**src/verilog/pbet_consts.vh**
```
// Register map, field positions, reset values and pattern codes of the pattern tester
`ifndef PBET_CONSTS_VH
`define PBET_CONSTS_VH

// ----------------------------------------
// Register indices and byte addresses
// ----------------------------------------
`define PBET_IDX_CTRL 8'h17
`define PBET_IDX_CNT_LO 8'h18
`define PBET_IDX_CNT_HI 8'h19
`define PBET_IDX_POL 8'h1B
`define PBET_ADDR_CTRL 10'h05C
`define PBET_ADDR_CNT_LO 10'h060
`define PBET_ADDR_CNT_HI 10'h064
`define PBET_ADDR_POL 10'h06C

// ----------------------------------------
// Control field positions
// ----------------------------------------
`define PBET_CTRL_GEN_EN 0
`define PBET_CTRL_CHK_EN 1
`define PBET_CTRL_PAT_LO 2
`define PBET_CTRL_PAT_HI 3
`define PBET_CTRL_CLEAR 4
`define PBET_CTRL_LOCK_GATE 5
`define PBET_CTRL_GEN_INV 6
`define PBET_CTRL_CHK_INV 7

// ----------------------------------------
// Polarity field positions
// ----------------------------------------
`define PBET_POL_RX_INV 15
`define PBET_POL_TX_INV 14
`define PBET_POL_SQ_LO 0
`define PBET_POL_SQ_HI 1

// ----------------------------------------
// Reset values
// ----------------------------------------
`define PBET_CTRL_RESET 16'h0000
`define PBET_POL_RESET 16'h0000
`define PBET_CNT_RESET 32'h00000000

// ----------------------------------------
// Pattern codes and lock count
// ----------------------------------------
`define PBET_PAT_P7 2'h0
`define PBET_PAT_P23 2'h1
`define PBET_PAT_P31 2'h2
`define PBET_PAT_ALT 2'h3
`define PBET_LOCK_GOOD 6'h20

`endif

```
**src/verilog/pbet_lfsr.v**
```verilog
// Pattern sequence register: PRBS7/23/31 or alternating bits
`timescale 1ns/100ps
`default_nettype none
`include "pbet_consts.vh"

module pbet_lfsr (
  input wire pclk,
  input wire presetn,
  input wire run,
  input wire [1:0] pat_sel,
  input wire load,
  input wire load_bit,
  output wire pat_bit
);

  reg [30:0] state_reg;
  reg [30:0] state_next;
  reg fb;
  reg [30:0] used_mask;

  // ----------------------------------------
  // Feedback per pattern
  // ----------------------------------------
  // Pattern selection
  always @* begin
    used_mask = 31'h7FFFFFFF;
    case (pat_sel)
      `PBET_PAT_P7: begin
        fb = state_reg[6] ^ state_reg[5];
        used_mask = 31'h0000007F;
      end
      `PBET_PAT_P23: begin
        fb = state_reg[22] ^ state_reg[17];
        used_mask = 31'h007FFFFF;
      end
      `PBET_PAT_P31: fb = state_reg[30] ^ state_reg[27];
      default: fb = ~state_reg[0];
    endcase
    // Loading with received bits lets the checker seed itself
    if (load) begin
      state_next = {state_reg[29:0], load_bit};
    end else begin
      state_next = {state_reg[29:0], fb};
    end
    // Only the active stages matter: stale upper bits hide a lock-up
    if (!load && (state_next & used_mask) == 31'h00000000) begin
      state_next = 31'h00000001;
    end
  end

  always @(posedge pclk or negedge presetn) begin
    if (!presetn) begin
      state_reg <= 31'h00000001;
    end else if (run) begin
      state_reg <= state_next;
    end
  end

  assign pat_bit = fb;

endmodule
`default_nettype wire

```
**src/verilog/pbet_sync.v**
```verilog
// Two-stage synchroniser for pin inputs
`timescale 1ns/100ps
`default_nettype none

module pbet_sync #(
  parameter WIDTH = 1
) (
  input wire pclk,
  input wire presetn,
  input wire [WIDTH-1:0] din,
  output wire [WIDTH-1:0] dout
);

  reg [WIDTH-1:0] s1_reg;
  reg [WIDTH-1:0] s2_reg;

  always @(posedge pclk or negedge presetn) begin
    if (!presetn) begin
      s1_reg <= {WIDTH{1'b0}};
      s2_reg <= {WIDTH{1'b0}};
    end else begin
      s1_reg <= din;
      s2_reg <= s1_reg;
    end
  end

  assign dout = s2_reg;

endmodule
`default_nettype wire

```
**src/verilog/pbet_tester.v**
```verilog
// Pattern bit error tester with APB register access
// Contract
// Two-bit code picks PRBS7, PRBS23, PRBS31 or alternating one-zero pattern.
// Control bit 0 enables generator, bit 1 enables checker.
// With lock gating set, counting waits until checker has locked.
// Writing clear bit zeroes counter; bit returns to zero by itself.
// Bit 7 inverts expected pattern, bit 6 inverts generator output.
// Reading low half captures high half for one consistent snapshot.
// Software reads low half before high half.
// Bits 15/14 invert rx/tx polarity; latest of write or pin wins.
// Two-bit field selects squelch threshold 30, 60, 90 or 120 mV.
// Each mismatching received bit increments counter while counting permitted.
//
// The implementer's own choice: the APB slave port.
`timescale 1ns/100ps
`default_nettype none
`include "pbet_consts.vh"

module pbet_tester (
  input wire pclk,
  input wire presetn,
  input wire psel,
  input wire penable,
  input wire pwrite,
  input wire [9:0] paddr,
  input wire [31:0] pwdata,
  output reg [31:0] prdata,
  output reg pready,
  output reg pslverr,
  input wire rx_bit,
  input wire rx_pol_pin,
  input wire tx_pol_pin,
  output reg tx_bit,
  output reg rx_pol_invert,
  output reg tx_pol_invert,
  output reg [1:0] squelch_threshold_select
);

  // ----------------------------------------
  // Registers
  // ----------------------------------------
  reg [15:0] ctrl_reg;
  reg [15:0] pol_reg;
  reg [31:0] cnt_reg;
  reg [15:0] cnt_hi_snap_reg;
  reg locked_reg;
  reg [5:0] good_run_reg;
  reg rx_pol_pin_d_reg;
  reg tx_pol_pin_d_reg;
  reg rx_pol_invert_next;
  reg tx_pol_invert_next;
  reg [31:0] cnt_next;
  reg [15:0] ctrl_next;
  reg [15:0] pol_next;
  reg locked_next;
  reg [5:0] good_run_next;
  reg [31:0] prdata_next;
  reg pslverr_next;

  wire rx_bit_s;
  wire rx_pol_pin_s;
  wire tx_pol_pin_s;
  wire gen_bit;
  wire exp_bit;

  wire setup = psel && !penable;
  // Writes land on the access edge, when the answer is sampled
  wire acc_phase = psel && penable && pready;
  wire wr_en = acc_phase && pwrite;
  wire rd_en = setup && !pwrite;
  wire gen_en = ctrl_reg[`PBET_CTRL_GEN_EN];
  wire chk_en = ctrl_reg[`PBET_CTRL_CHK_EN];
  wire [1:0] pat_sel = ctrl_reg[`PBET_CTRL_PAT_HI:`PBET_CTRL_PAT_LO];
  wire clear_cnt = ctrl_reg[`PBET_CTRL_CLEAR];
  wire lock_gate = ctrl_reg[`PBET_CTRL_LOCK_GATE];

  // ----------------------------------------
  // Address decode
  // ----------------------------------------
  wire hit_ctrl = (paddr == `PBET_ADDR_CTRL);
  wire hit_cnt_lo = (paddr == `PBET_ADDR_CNT_LO);
  wire hit_cnt_hi = (paddr == `PBET_ADDR_CNT_HI);
  wire hit_pol = (paddr == `PBET_ADDR_POL);
  wire hit_any = hit_ctrl || hit_cnt_lo || hit_cnt_hi || hit_pol;
  wire rd_lo = rd_en && hit_cnt_lo;

  // ----------------------------------------
  // Pin synchronisers
  // ----------------------------------------
  // Data and pin controls kept apart; each is its own stream
  pbet_sync #(.WIDTH(1)) u_sync_rx (
    .pclk(pclk),
    .presetn(presetn),
    .din(rx_bit),
    .dout(rx_bit_s)
  );

  pbet_sync #(.WIDTH(2)) u_sync_pin (
    .pclk(pclk),
    .presetn(presetn),
    .din({rx_pol_pin, tx_pol_pin}),
    .dout({rx_pol_pin_s, tx_pol_pin_s})
  );

  // ----------------------------------------
  // Generator and checker
  // ----------------------------------------
  // Generator runs when enabled
  pbet_lfsr u_gen (
    .pclk(pclk),
    .presetn(presetn),
    .run(gen_en),
    .pat_sel(pat_sel),
    .load(1'b0),
    .load_bit(1'b0),
    .pat_bit(gen_bit)
  );

  // Checker compares after undoing inversion
  wire rx_norm = rx_bit_s ^ ctrl_reg[`PBET_CTRL_CHK_INV];
  wire mismatch = rx_norm != exp_bit;

  // Self-synchronising: seeded from the stream until locked
  pbet_lfsr u_chk (
    .pclk(pclk),
    .presetn(presetn),
    .run(chk_en),
    .pat_sel(pat_sel),
    .load(!locked_reg),
    .load_bit(rx_norm),
    .pat_bit(exp_bit)
  );

  // Lock after a run of matching bits
  always @* begin
    locked_next = locked_reg;
    good_run_next = good_run_reg;
    if (!chk_en) begin
      locked_next = 1'b0;
      good_run_next = 6'h00;
    end else if (!locked_reg) begin
      if (mismatch) begin
        good_run_next = 6'h00;
      end else if (good_run_reg == `PBET_LOCK_GOOD) begin
        locked_next = 1'b1;
      end else begin
        good_run_next = good_run_reg + 6'h01;
      end
    end
  end

  always @(posedge pclk or negedge presetn) begin
    if (!presetn) begin
      locked_reg <= 1'b0;
      good_run_reg <= 6'h00;
    end else begin
      locked_reg <= locked_next;
      good_run_reg <= good_run_next;
    end
  end

  // Generator output inversion
  wire tx_bit_next = gen_en & (gen_bit ^ ctrl_reg[`PBET_CTRL_GEN_INV]);

  always @(posedge pclk or negedge presetn) begin
    if (!presetn) begin
      tx_bit <= 1'b0;
    end else begin
      tx_bit <= tx_bit_next;
    end
  end

  // ----------------------------------------
  // Error counter
  // ----------------------------------------
  // Lock gating of counting
  wire count_ok = chk_en && (!lock_gate || locked_reg);

  always @* begin
    cnt_next = cnt_reg;
    // Clear only via clear bit
    if (clear_cnt) begin
      cnt_next = `PBET_CNT_RESET;
    // One count per mismatching bit; saturates
    end else if (count_ok && mismatch && cnt_reg != 32'hFFFFFFFF) begin
      cnt_next = cnt_reg + 32'h00000001;
    end
  end

  always @(posedge pclk or negedge presetn) begin
    if (!presetn) begin
      cnt_reg <= `PBET_CNT_RESET;
    end else begin
      cnt_reg <= cnt_next;
    end
  end

  // Low read captures high half
  always @(posedge pclk or negedge presetn) begin
    if (!presetn) begin
      cnt_hi_snap_reg <= 16'h0000;
    end else if (clear_cnt) begin
      cnt_hi_snap_reg <= 16'h0000;
    end else if (rd_lo) begin
      cnt_hi_snap_reg <= cnt_reg[31:16];
    end
  end

  // ----------------------------------------
  // Control and polarity registers
  // ----------------------------------------
  always @* begin
    ctrl_next = ctrl_reg;
    // Clear bit self-clears
    ctrl_next[`PBET_CTRL_CLEAR] = 1'b0;
    if (wr_en && hit_ctrl) begin
      ctrl_next = pwdata[15:0];
    end
  end

  always @* begin
    pol_next = pol_reg;
    if (wr_en && hit_pol) begin
      pol_next = pwdata[15:0];
    end
  end

  always @(posedge pclk or negedge presetn) begin
    if (!presetn) begin
      ctrl_reg <= `PBET_CTRL_RESET;
      pol_reg <= `PBET_POL_RESET;
    end else begin
      ctrl_reg <= ctrl_next;
      pol_reg <= pol_next;
    end
  end

  // Latest event of write or pin edge wins
  always @* begin
    rx_pol_invert_next = rx_pol_invert;
    tx_pol_invert_next = tx_pol_invert;
    if (rx_pol_pin_s != rx_pol_pin_d_reg) begin
      rx_pol_invert_next = rx_pol_pin_s;
    end
    if (tx_pol_pin_s != tx_pol_pin_d_reg) begin
      tx_pol_invert_next = tx_pol_pin_s;
    end
    // A same-cycle write beats a pin change
    if (wr_en && hit_pol) begin
      rx_pol_invert_next = pwdata[`PBET_POL_RX_INV];
      tx_pol_invert_next = pwdata[`PBET_POL_TX_INV];
    end
  end

  always @(posedge pclk or negedge presetn) begin
    if (!presetn) begin
      rx_pol_pin_d_reg <= 1'b0;
      tx_pol_pin_d_reg <= 1'b0;
      rx_pol_invert <= 1'b0;
      tx_pol_invert <= 1'b0;
      squelch_threshold_select <= 2'h0;
    end else begin
      rx_pol_pin_d_reg <= rx_pol_pin_s;
      tx_pol_pin_d_reg <= tx_pol_pin_s;
      rx_pol_invert <= rx_pol_invert_next;
      tx_pol_invert <= tx_pol_invert_next;
      // Squelch threshold code
      squelch_threshold_select <= pol_reg[`PBET_POL_SQ_HI:`PBET_POL_SQ_LO];
    end
  end

  // ----------------------------------------
  // APB slave: answer one cycle after setup
  // ----------------------------------------
  // Read data formed at setup, so a low read and its snapshot agree
  always @* begin
    prdata_next = 32'h00000000;
    pslverr_next = 1'b0;
    if (setup) begin
      if (!hit_any) begin
        // Unmapped offsets are refused, writes there are dropped
        pslverr_next = 1'b1;
      end else if (!pwrite) begin
        if (hit_ctrl) begin
          prdata_next = {16'h0000, ctrl_reg};
        end
        if (hit_cnt_lo) begin
          prdata_next = {16'h0000, cnt_reg[15:0]};
        end
        // High half shows last snapshot
        if (hit_cnt_hi) begin
          prdata_next = {16'h0000, cnt_hi_snap_reg};
        end
        if (hit_pol) begin
          prdata_next = {16'h0000, rx_pol_invert, tx_pol_invert, pol_reg[13:0]};
        end
      end
    end
  end

  always @(posedge pclk or negedge presetn) begin
    if (!presetn) begin
      prdata <= 32'h00000000;
      pready <= 1'b0;
      pslverr <= 1'b0;
    end else begin
      pready <= setup;
      pslverr <= pslverr_next;
      prdata <= prdata_next;
    end
  end

endmodule
`default_nettype wire
```
**config.mk**
```make
export PLATFORM = sky130hd
export DESIGN_NAME = pbet_tester
export DESIGN_NICKNAME = d
export VERILOG_FILES = /design/src/verilog/pbet_lfsr.v /design/src/verilog/pbet_sync.v /design/src/verilog/pbet_tester.v
export VERILOG_INCLUDE_DIRS = /design/src /design/src/verilog
export SDC_FILE = /design/constraint.sdc
export NUM_CORES = 1
export LEC_CHECK = 0
export ABC_CLOCK_PERIOD_IN_PS = 3450
export BUFFER_PORTS_ARGS = -buffer_cell sky130_fd_sc_hd__buf_4
export CORE_MARGIN = 2
export CORE_UTILIZATION = 50
export DETAILED_ROUTE_END_ITERATION = 8
export PLACE_DENSITY = 0.67
export SYNTH_ARGS = -nofsm -noshare
export SYNTH_HDL_FRONTEND = slang
export SYNTH_SLANG_ARGS = --single-unit
export TNS_END_PERCENT = 10
```
**constraint.sdc**
```tcl
create_clock -name pclk -period 3.45 [get_ports pclk]
set_input_delay 0.69 -clock pclk [delete_from_list [all_inputs] [get_ports pclk]]
set_output_delay 0.69 -clock pclk [all_outputs]
set_load 0.005 [all_outputs]
```
-- Word-level counts from Yosys, hierarchy flattened
Index checks and enable logic that the tools add are counted.
Widths: inputs -> output; s select.
- register bits: 194
- latch bits: 0
- RAM bits: 0
- bits in read-only memories: 0
- input bits: 50
- output and inout port bits: 39
- word-level logic and storage cells: 109
- memories: 0
- add/sub/neg operators: 2
- multipliers: 0
- div/mod/pow operators: 0
- $lt $le $gt $ge: 0
- equal/unequal tests: 13
- shifts and indexed selects: 0
- multiplexer cells: 32
- bitwise gates (word level): 13
- reduce and logical (&&, ||, !) cells: 27
- operators with widths (operator ; count):
    $mux 32 ; 8
    $and 31x31->31 ; 2
    $logic_not 31->1 ; 2
    $mux 31 ; 2
    $pmux 31 s2 ; 1
    $mux 16 ; 3
    $eq 10x7->1 const B ; 4
    $add 32x1->32 const B ; 1
    $ne 32x32->1 const B ; 1
    $mux 6 ; 4
    $logic_and 1x1->1 ; 12
    $mux 1 ; 11
    $reduce_bool 2->1 ; 4
    $xor 1x1->1 ; 8
    $add 6x1->6 const B ; 1
    $eq 6x6->1 const B ; 1
    $pmux 1 s3 ; 2
    $mux 5 ; 1
    $logic_or 1x1->1 ; 4
    $logic_not 1->1 ; 3
    $ne 1x1->1 ; 3
    $ne 3x3->1 const B ; 1
    $eq 2x1->1 const B ; 1
    $eq 2x2->1 const B ; 1
    5 further kinds ; 6

-- Logic depth before layout (Yosys ltp)
- depth after elaboration: 8
- gate-level depth with buffers: 8
- mapped depth without buffers: 7

-- Modules after synthesis
From an unflattened synthesis, not the netlist that was laid out.
- cell total of the unflattened synthesis: 764
- area total of the unflattened synthesis: 8343.0 sq um
- by module, submodules not included (module ; times used ; cells each ; area each (sq um) ; sequential area each (sq um)):
    pbet_tester ; 1 ; 478 ; 5375.2 ; 2752.6
    pbet_lfsr ; 2 ; 140 ; 1408.9 ; 777.0
    pbet_sync (u_sync_pin) ; 1 ; 4 ; 100.1 ; 100.1
    pbet_sync (u_sync_rx) ; 1 ; 2 ; 50.0 ; 50.0

-- Least setup slack after synthesis
Ideal clock, no wire load.
- path type: in2reg
- start: input port paddr[9]
- end: register ctrl_reg[10]
- setup time: 0.125 ns
- arrival: 2.363 ns
- data required time: 3.325 ns
- path slack: 0.963 ns
- stages on the path: 7
- buffers on the path: 2
- cell sequence: nor4_1 > nand3b_1 > nor4_4 > and2_1 > buf_4 > buf_4 > mux2_2
- word-level cells in the longest chain between the ends: 2
- RTL lines (what ; line ; RTL):
    start, declared ; pbet_tester.v:25 ; input wire [9:0] paddr,
    $eq 10x7->1 (no source line) ; n/a ;
    $logic_and 1x1->1 ; pbet_tester.v:216 ; if (wr_en && hit_ctrl) begin
    end signal, assigned ; pbet_tester.v:230 ; ctrl_reg <= `PBET_CTRL_RESET;
    end signal, assigned ; pbet_tester.v:233 ; ctrl_reg <= ctrl_next;
    end, declared ; pbet_tester.v:42 ; reg [15:0] ctrl_reg;
Every way passes these cells.
A chain may end at the register's enable or synchronous reset.

-- Worst setup path after layout
- start: register u_chk.state_reg[17]
- end: register cnt_reg[3]
- word-level cells in the longest chain between the ends: 6
- RTL lines (what ; line ; RTL):
    start, declared ; pbet_lfsr.v:16 ; reg [30:0] state_reg;
    start signal, assigned ; pbet_lfsr.v:55 ; state_reg <= state_next;
    $xor 1x1->1 ; pbet_lfsr.v:33 ; fb = state_reg[22] ^ state_reg[17];
    $pmux 1 s3 ; pbet_lfsr.v:27 ; case (pat_sel)
    $ne 1x1->1 ; pbet_tester.v:121 ; wire mismatch = rx_norm != exp_bit;
    $logic_and 1x1->1 (2 in a row) ; pbet_tester.v:185 ; end else if (count_ok && mismatch && cnt_reg != 32'hFFFFFFFF) begin
    $reduce_bool 2->1 (no source line) ; n/a ;
    end signal, assigned ; pbet_tester.v:192 ; cnt_reg <= `PBET_CNT_RESET;
    end signal, assigned ; pbet_tester.v:194 ; cnt_reg <= cnt_next;
    end, declared ; pbet_tester.v:44 ; reg [31:0] cnt_reg;
Every way passes these cells.

==> run summary <==
In this run the horizontal extent of the chip is 130 um. The maximum buffer depth of the clock tree is 2, and the total power divided by cell area is 500 nW/um2. Leaving out fill and tap cells, the most frequent cell in the layout is dfrtp_1. The H-tree was split into 4 levels. The mean post-synth cell area is 11.6 um2, and the HPWL reported at the end of detailed placement is 11,000 um.

Combinational group share of total power: 0.059. The detailed router finished its first iteration with 325 violations. TritonCTS built the clock tree.

The placement-stage worst setup slack came out at 711 ps. Entering global routing, the biggest net connects 72 pins. The clock-pin transition on the worst setup and hold timing paths was 60 ps; the net switching share of the total power was 0.221. The number of antenna violations at the first check in global routing came out at 0.

The total congestion overflow is 0, and the routed length per instance is 16.9 um. The number of clock buffers inserted by TritonCTS came out at 17. By startpoint and endpoint, the worst setup path is classified as reg2reg. For the DRC violation count after routing, the log shows 0.

The logs give 3820 ps for the required time at the worst-slack endpoint and 4590 uW for the post-layout total power. After clock tree synthesis, the repair step resized 0 gates. The share of total power in the clock network was 0.450; the routability congestion estimate was 0.837.

In the layout the commonest cells are dfrtp_1, buf_4, nor2_1, mux2_2, a22o_1. Starting density of the core: 0.517. For the total internal power, the log shows 3570 uW. The tree built by TritonCTS fans out to 178 sinks.

The floorplan core area is 15,300 um2. Synthesis inferred 178 register bits. The first global-routing pass estimated 26,900 um of wire.

Setup violations remaining at the end of the flow were counted as 0. Final hold analysis gives a worst-case slack of 260 ps. Row generation in the floorplan step produced 45 rows. The synthesis-to-layout area growth is 15.9%. The min-delay analysis places its worst path in the category in2async.

For this run, the number of Yosys warnings is 0. For the final number of max-transition violations, the log shows 0. The register with the most flip-flops in the layout has 32 of them.

The final worst-path cycle share was 0.749. The routed design has 16,300 um of wire. In this run, distinct cell masters in the synthesized netlist total 54. In this run the tool buffered the top-level ports with 56 buffer cells. The logs give 0 ps for the summed negative setup slack over all endpoints and 0 for the remaining antenna violation count after routing. CTS placed an instance of clkbuf_16 at the clock tree root.

The area of the mapped netlist is 7910 um2, and the number of enable-type register cells in the synthesized netlist is 0. Setup repair after global routing left no endpoint under its margin. The fraction of the yosys area taken by sequential cells is 0.563. The tools report the count of endpoints failing hold in the final timing report as 0.

In this run the worst setup path begins at u_chk.state_reg[17]. The total global routing track utilization came out at 0.203. Share of cells above drive strength 1: 0.218.

The transition at the pin with the smallest max-transition slack was 1190 ps; the worst-case setup margin in the final layout was 865 ps. For this run, the leading register cell type out of synthesis is dfrtp_1. Gate count of the mapped netlist: 680. The via density per instance came out at 5.60.

The run finished with clean final reports. The normalized max-slew margin is 0.204. The repair_antennas step left the layout with diodes totalling 0. The die covers 16,800 um2. For the number of global-route vias before repair, the log shows 5,404. Summed over all nets, the switching power comes to 1010 uW. The startpoint identified for the worst register-to-register timing path is u_chk.state_reg[17].

The final critical path time including I/O delays and setup is 2590 ps, and the maximum vdd drop is 0.357 mV. The tools report the setup skew after layout as 6.21 ps. The die extent in y is 130 um. The count of maximum capacitance violations came out at 0. During I/O placement, the number of pins put on the boundary was 89.

For this run, the post-layout net count is 791. The worst-path maximum fanout works out to 25. The run gives 0.491 as the register share of total power. STA classifies the critical path endpoint as a flop. The post-synthesis async set-or-reset flop share works out to 1.00. The number of search-and-repair iterations in the first detailed-routing pass was 5. The tools report the nature of the critical path startpoint as a flop. Data on the critical path arrives at its endpoint at 2950 ps. The insertion delay of the later-clocked pin in the worst-skew pair was 430 ps. Based on the critical path, the design can be clocked at up to 387 MHz.

The total vias in the final route is 5,388, and the leakage power of the design is 0.00423 uW. The number of hold buffers added after CTS was 0. The number of buffers inserted by post-CTS setup repair was 0.
per-layer routing:
| layer | global-route usage | routed length, um |
|---|---|---|
| met1 | 0.272 | 7230 |
| met2 | 0.334 | 8250 |
| met3 | 0.0513 | 594 |
| met4 | 0.0506 | 182 |
| met5 | 0 | 0 |
worst max-delay path, cell delays in order, from the launching register on:
cell,delay [ps]
dfrtp_1,420
xor2_1,180
mux4_2,620
mux2_4,420
nand2_1,260
or4_1,540
nand2_1,80
Yosys cell counts (2+ instances only):
library cell / count / share of area
inv_2: 2 / 0.00095
mux4_2: 2 / 0.0057
dfstp_2: 2 / 0.0066
buf_6: 2 / 0.0028
a21oi_1: 21 / 0.013
dfrtp_1: 176 / 0.56
nand4_1: 17 / 0.013
or4_1: 4 / 0.0038
nand2b_1: 3 / 0.0024
nand3_1: 28 / 0.018
a22oi_1: 28 / 0.027
and3_1: 8 / 0.0063
a22o_1: 39 / 0.043
a221oi_1: 6 / 0.0066
and4_1: 2 / 0.0022
xor2_1: 25 / 0.028
nor2_1: 67 / 0.032
mux2i_1: 25 / 0.032
or2_2: 2 / 0.0016
xnor2_1: 13 / 0.014
clkbuf_1: 18 / 0.0085
ha_1: 3 / 0.0047
buf_4: 18 / 0.017
inv_1: 15 / 0.0071
or3_1: 3 / 0.0024
mux2_2: 44 / 0.063
nor4_1: 18 / 0.014
nor3_1: 14 / 0.0089
and2_1: 6 / 0.0047
nand2_1: 28 / 0.013
a22o_2: 2 / 0.0025
buf_2: 8 / 0.0051
o21ai_0: 8 / 0.0051
nor2b_1: 3 / 0.0024
through the flow:
stage               instances  cell area [um2]  utilization
floorplan                 695             7970            -
global placement          930             8530        0.557
detailed placement        930             8530        0.557
CTS                       962             9170        0.599
global route              962             9170        0.599
finish                    962             9170        0.599
power by group through the flow:
stage	clock network [uW]	logic (uW)	registers (uW)
after floorplan	0	172	2260
after global placement	0	262	2280
after detailed placement	0	275	2290
after CTS	2100	276	2250
after global routing	2190	315	2260
final	2060	272	2250
cell type report:
cell class / count / area (um2)
clock buffer: 24 / 492
inverter: 17 / 63.8
clock inverter: 8 / 149
tap: 211 / 264
sequential: 178 / 4460
fill: 1234 / 6140
timing repair buffer: 71 / 549
multi-input combinational: 453 / 3200
worst paths after layout:
check / end / slack, ps / cells past startpoint
max: cnt_reg[3] / 860 / 6
min: u_gen.state_reg[11] / 260 / 1
max reg2reg: cnt_reg[3] / 860 / 6
min reg2reg: u_sync_pin.dout[1] / 350 / 0
max in group asynchronous: u_chk.state_reg[0] / 2360 / 2
min in group pclk: u_sync_pin.dout[1] / 350 / 0
cells by family (layout without fill, tap and decap cells):
logic type | after synthesis | after routing | synth area share
DFF | 178 | 178 | 0.563
adders and majority gates | 4 | 4 | 0.00601
xor gates and xnor gates | 39 | 39 | 0.0441
muxes | 72 | 72 | 0.102
buffers and inverters | 64 | 120 | 0.0421
other | 1 | 16 | 0.000474
AOI/OAI and AO/OA | 111 | 111 | 0.106
and+or+nand+nor | 211 | 211 | 0.136
Note: power is estimated with default switching activity, not from simulation.
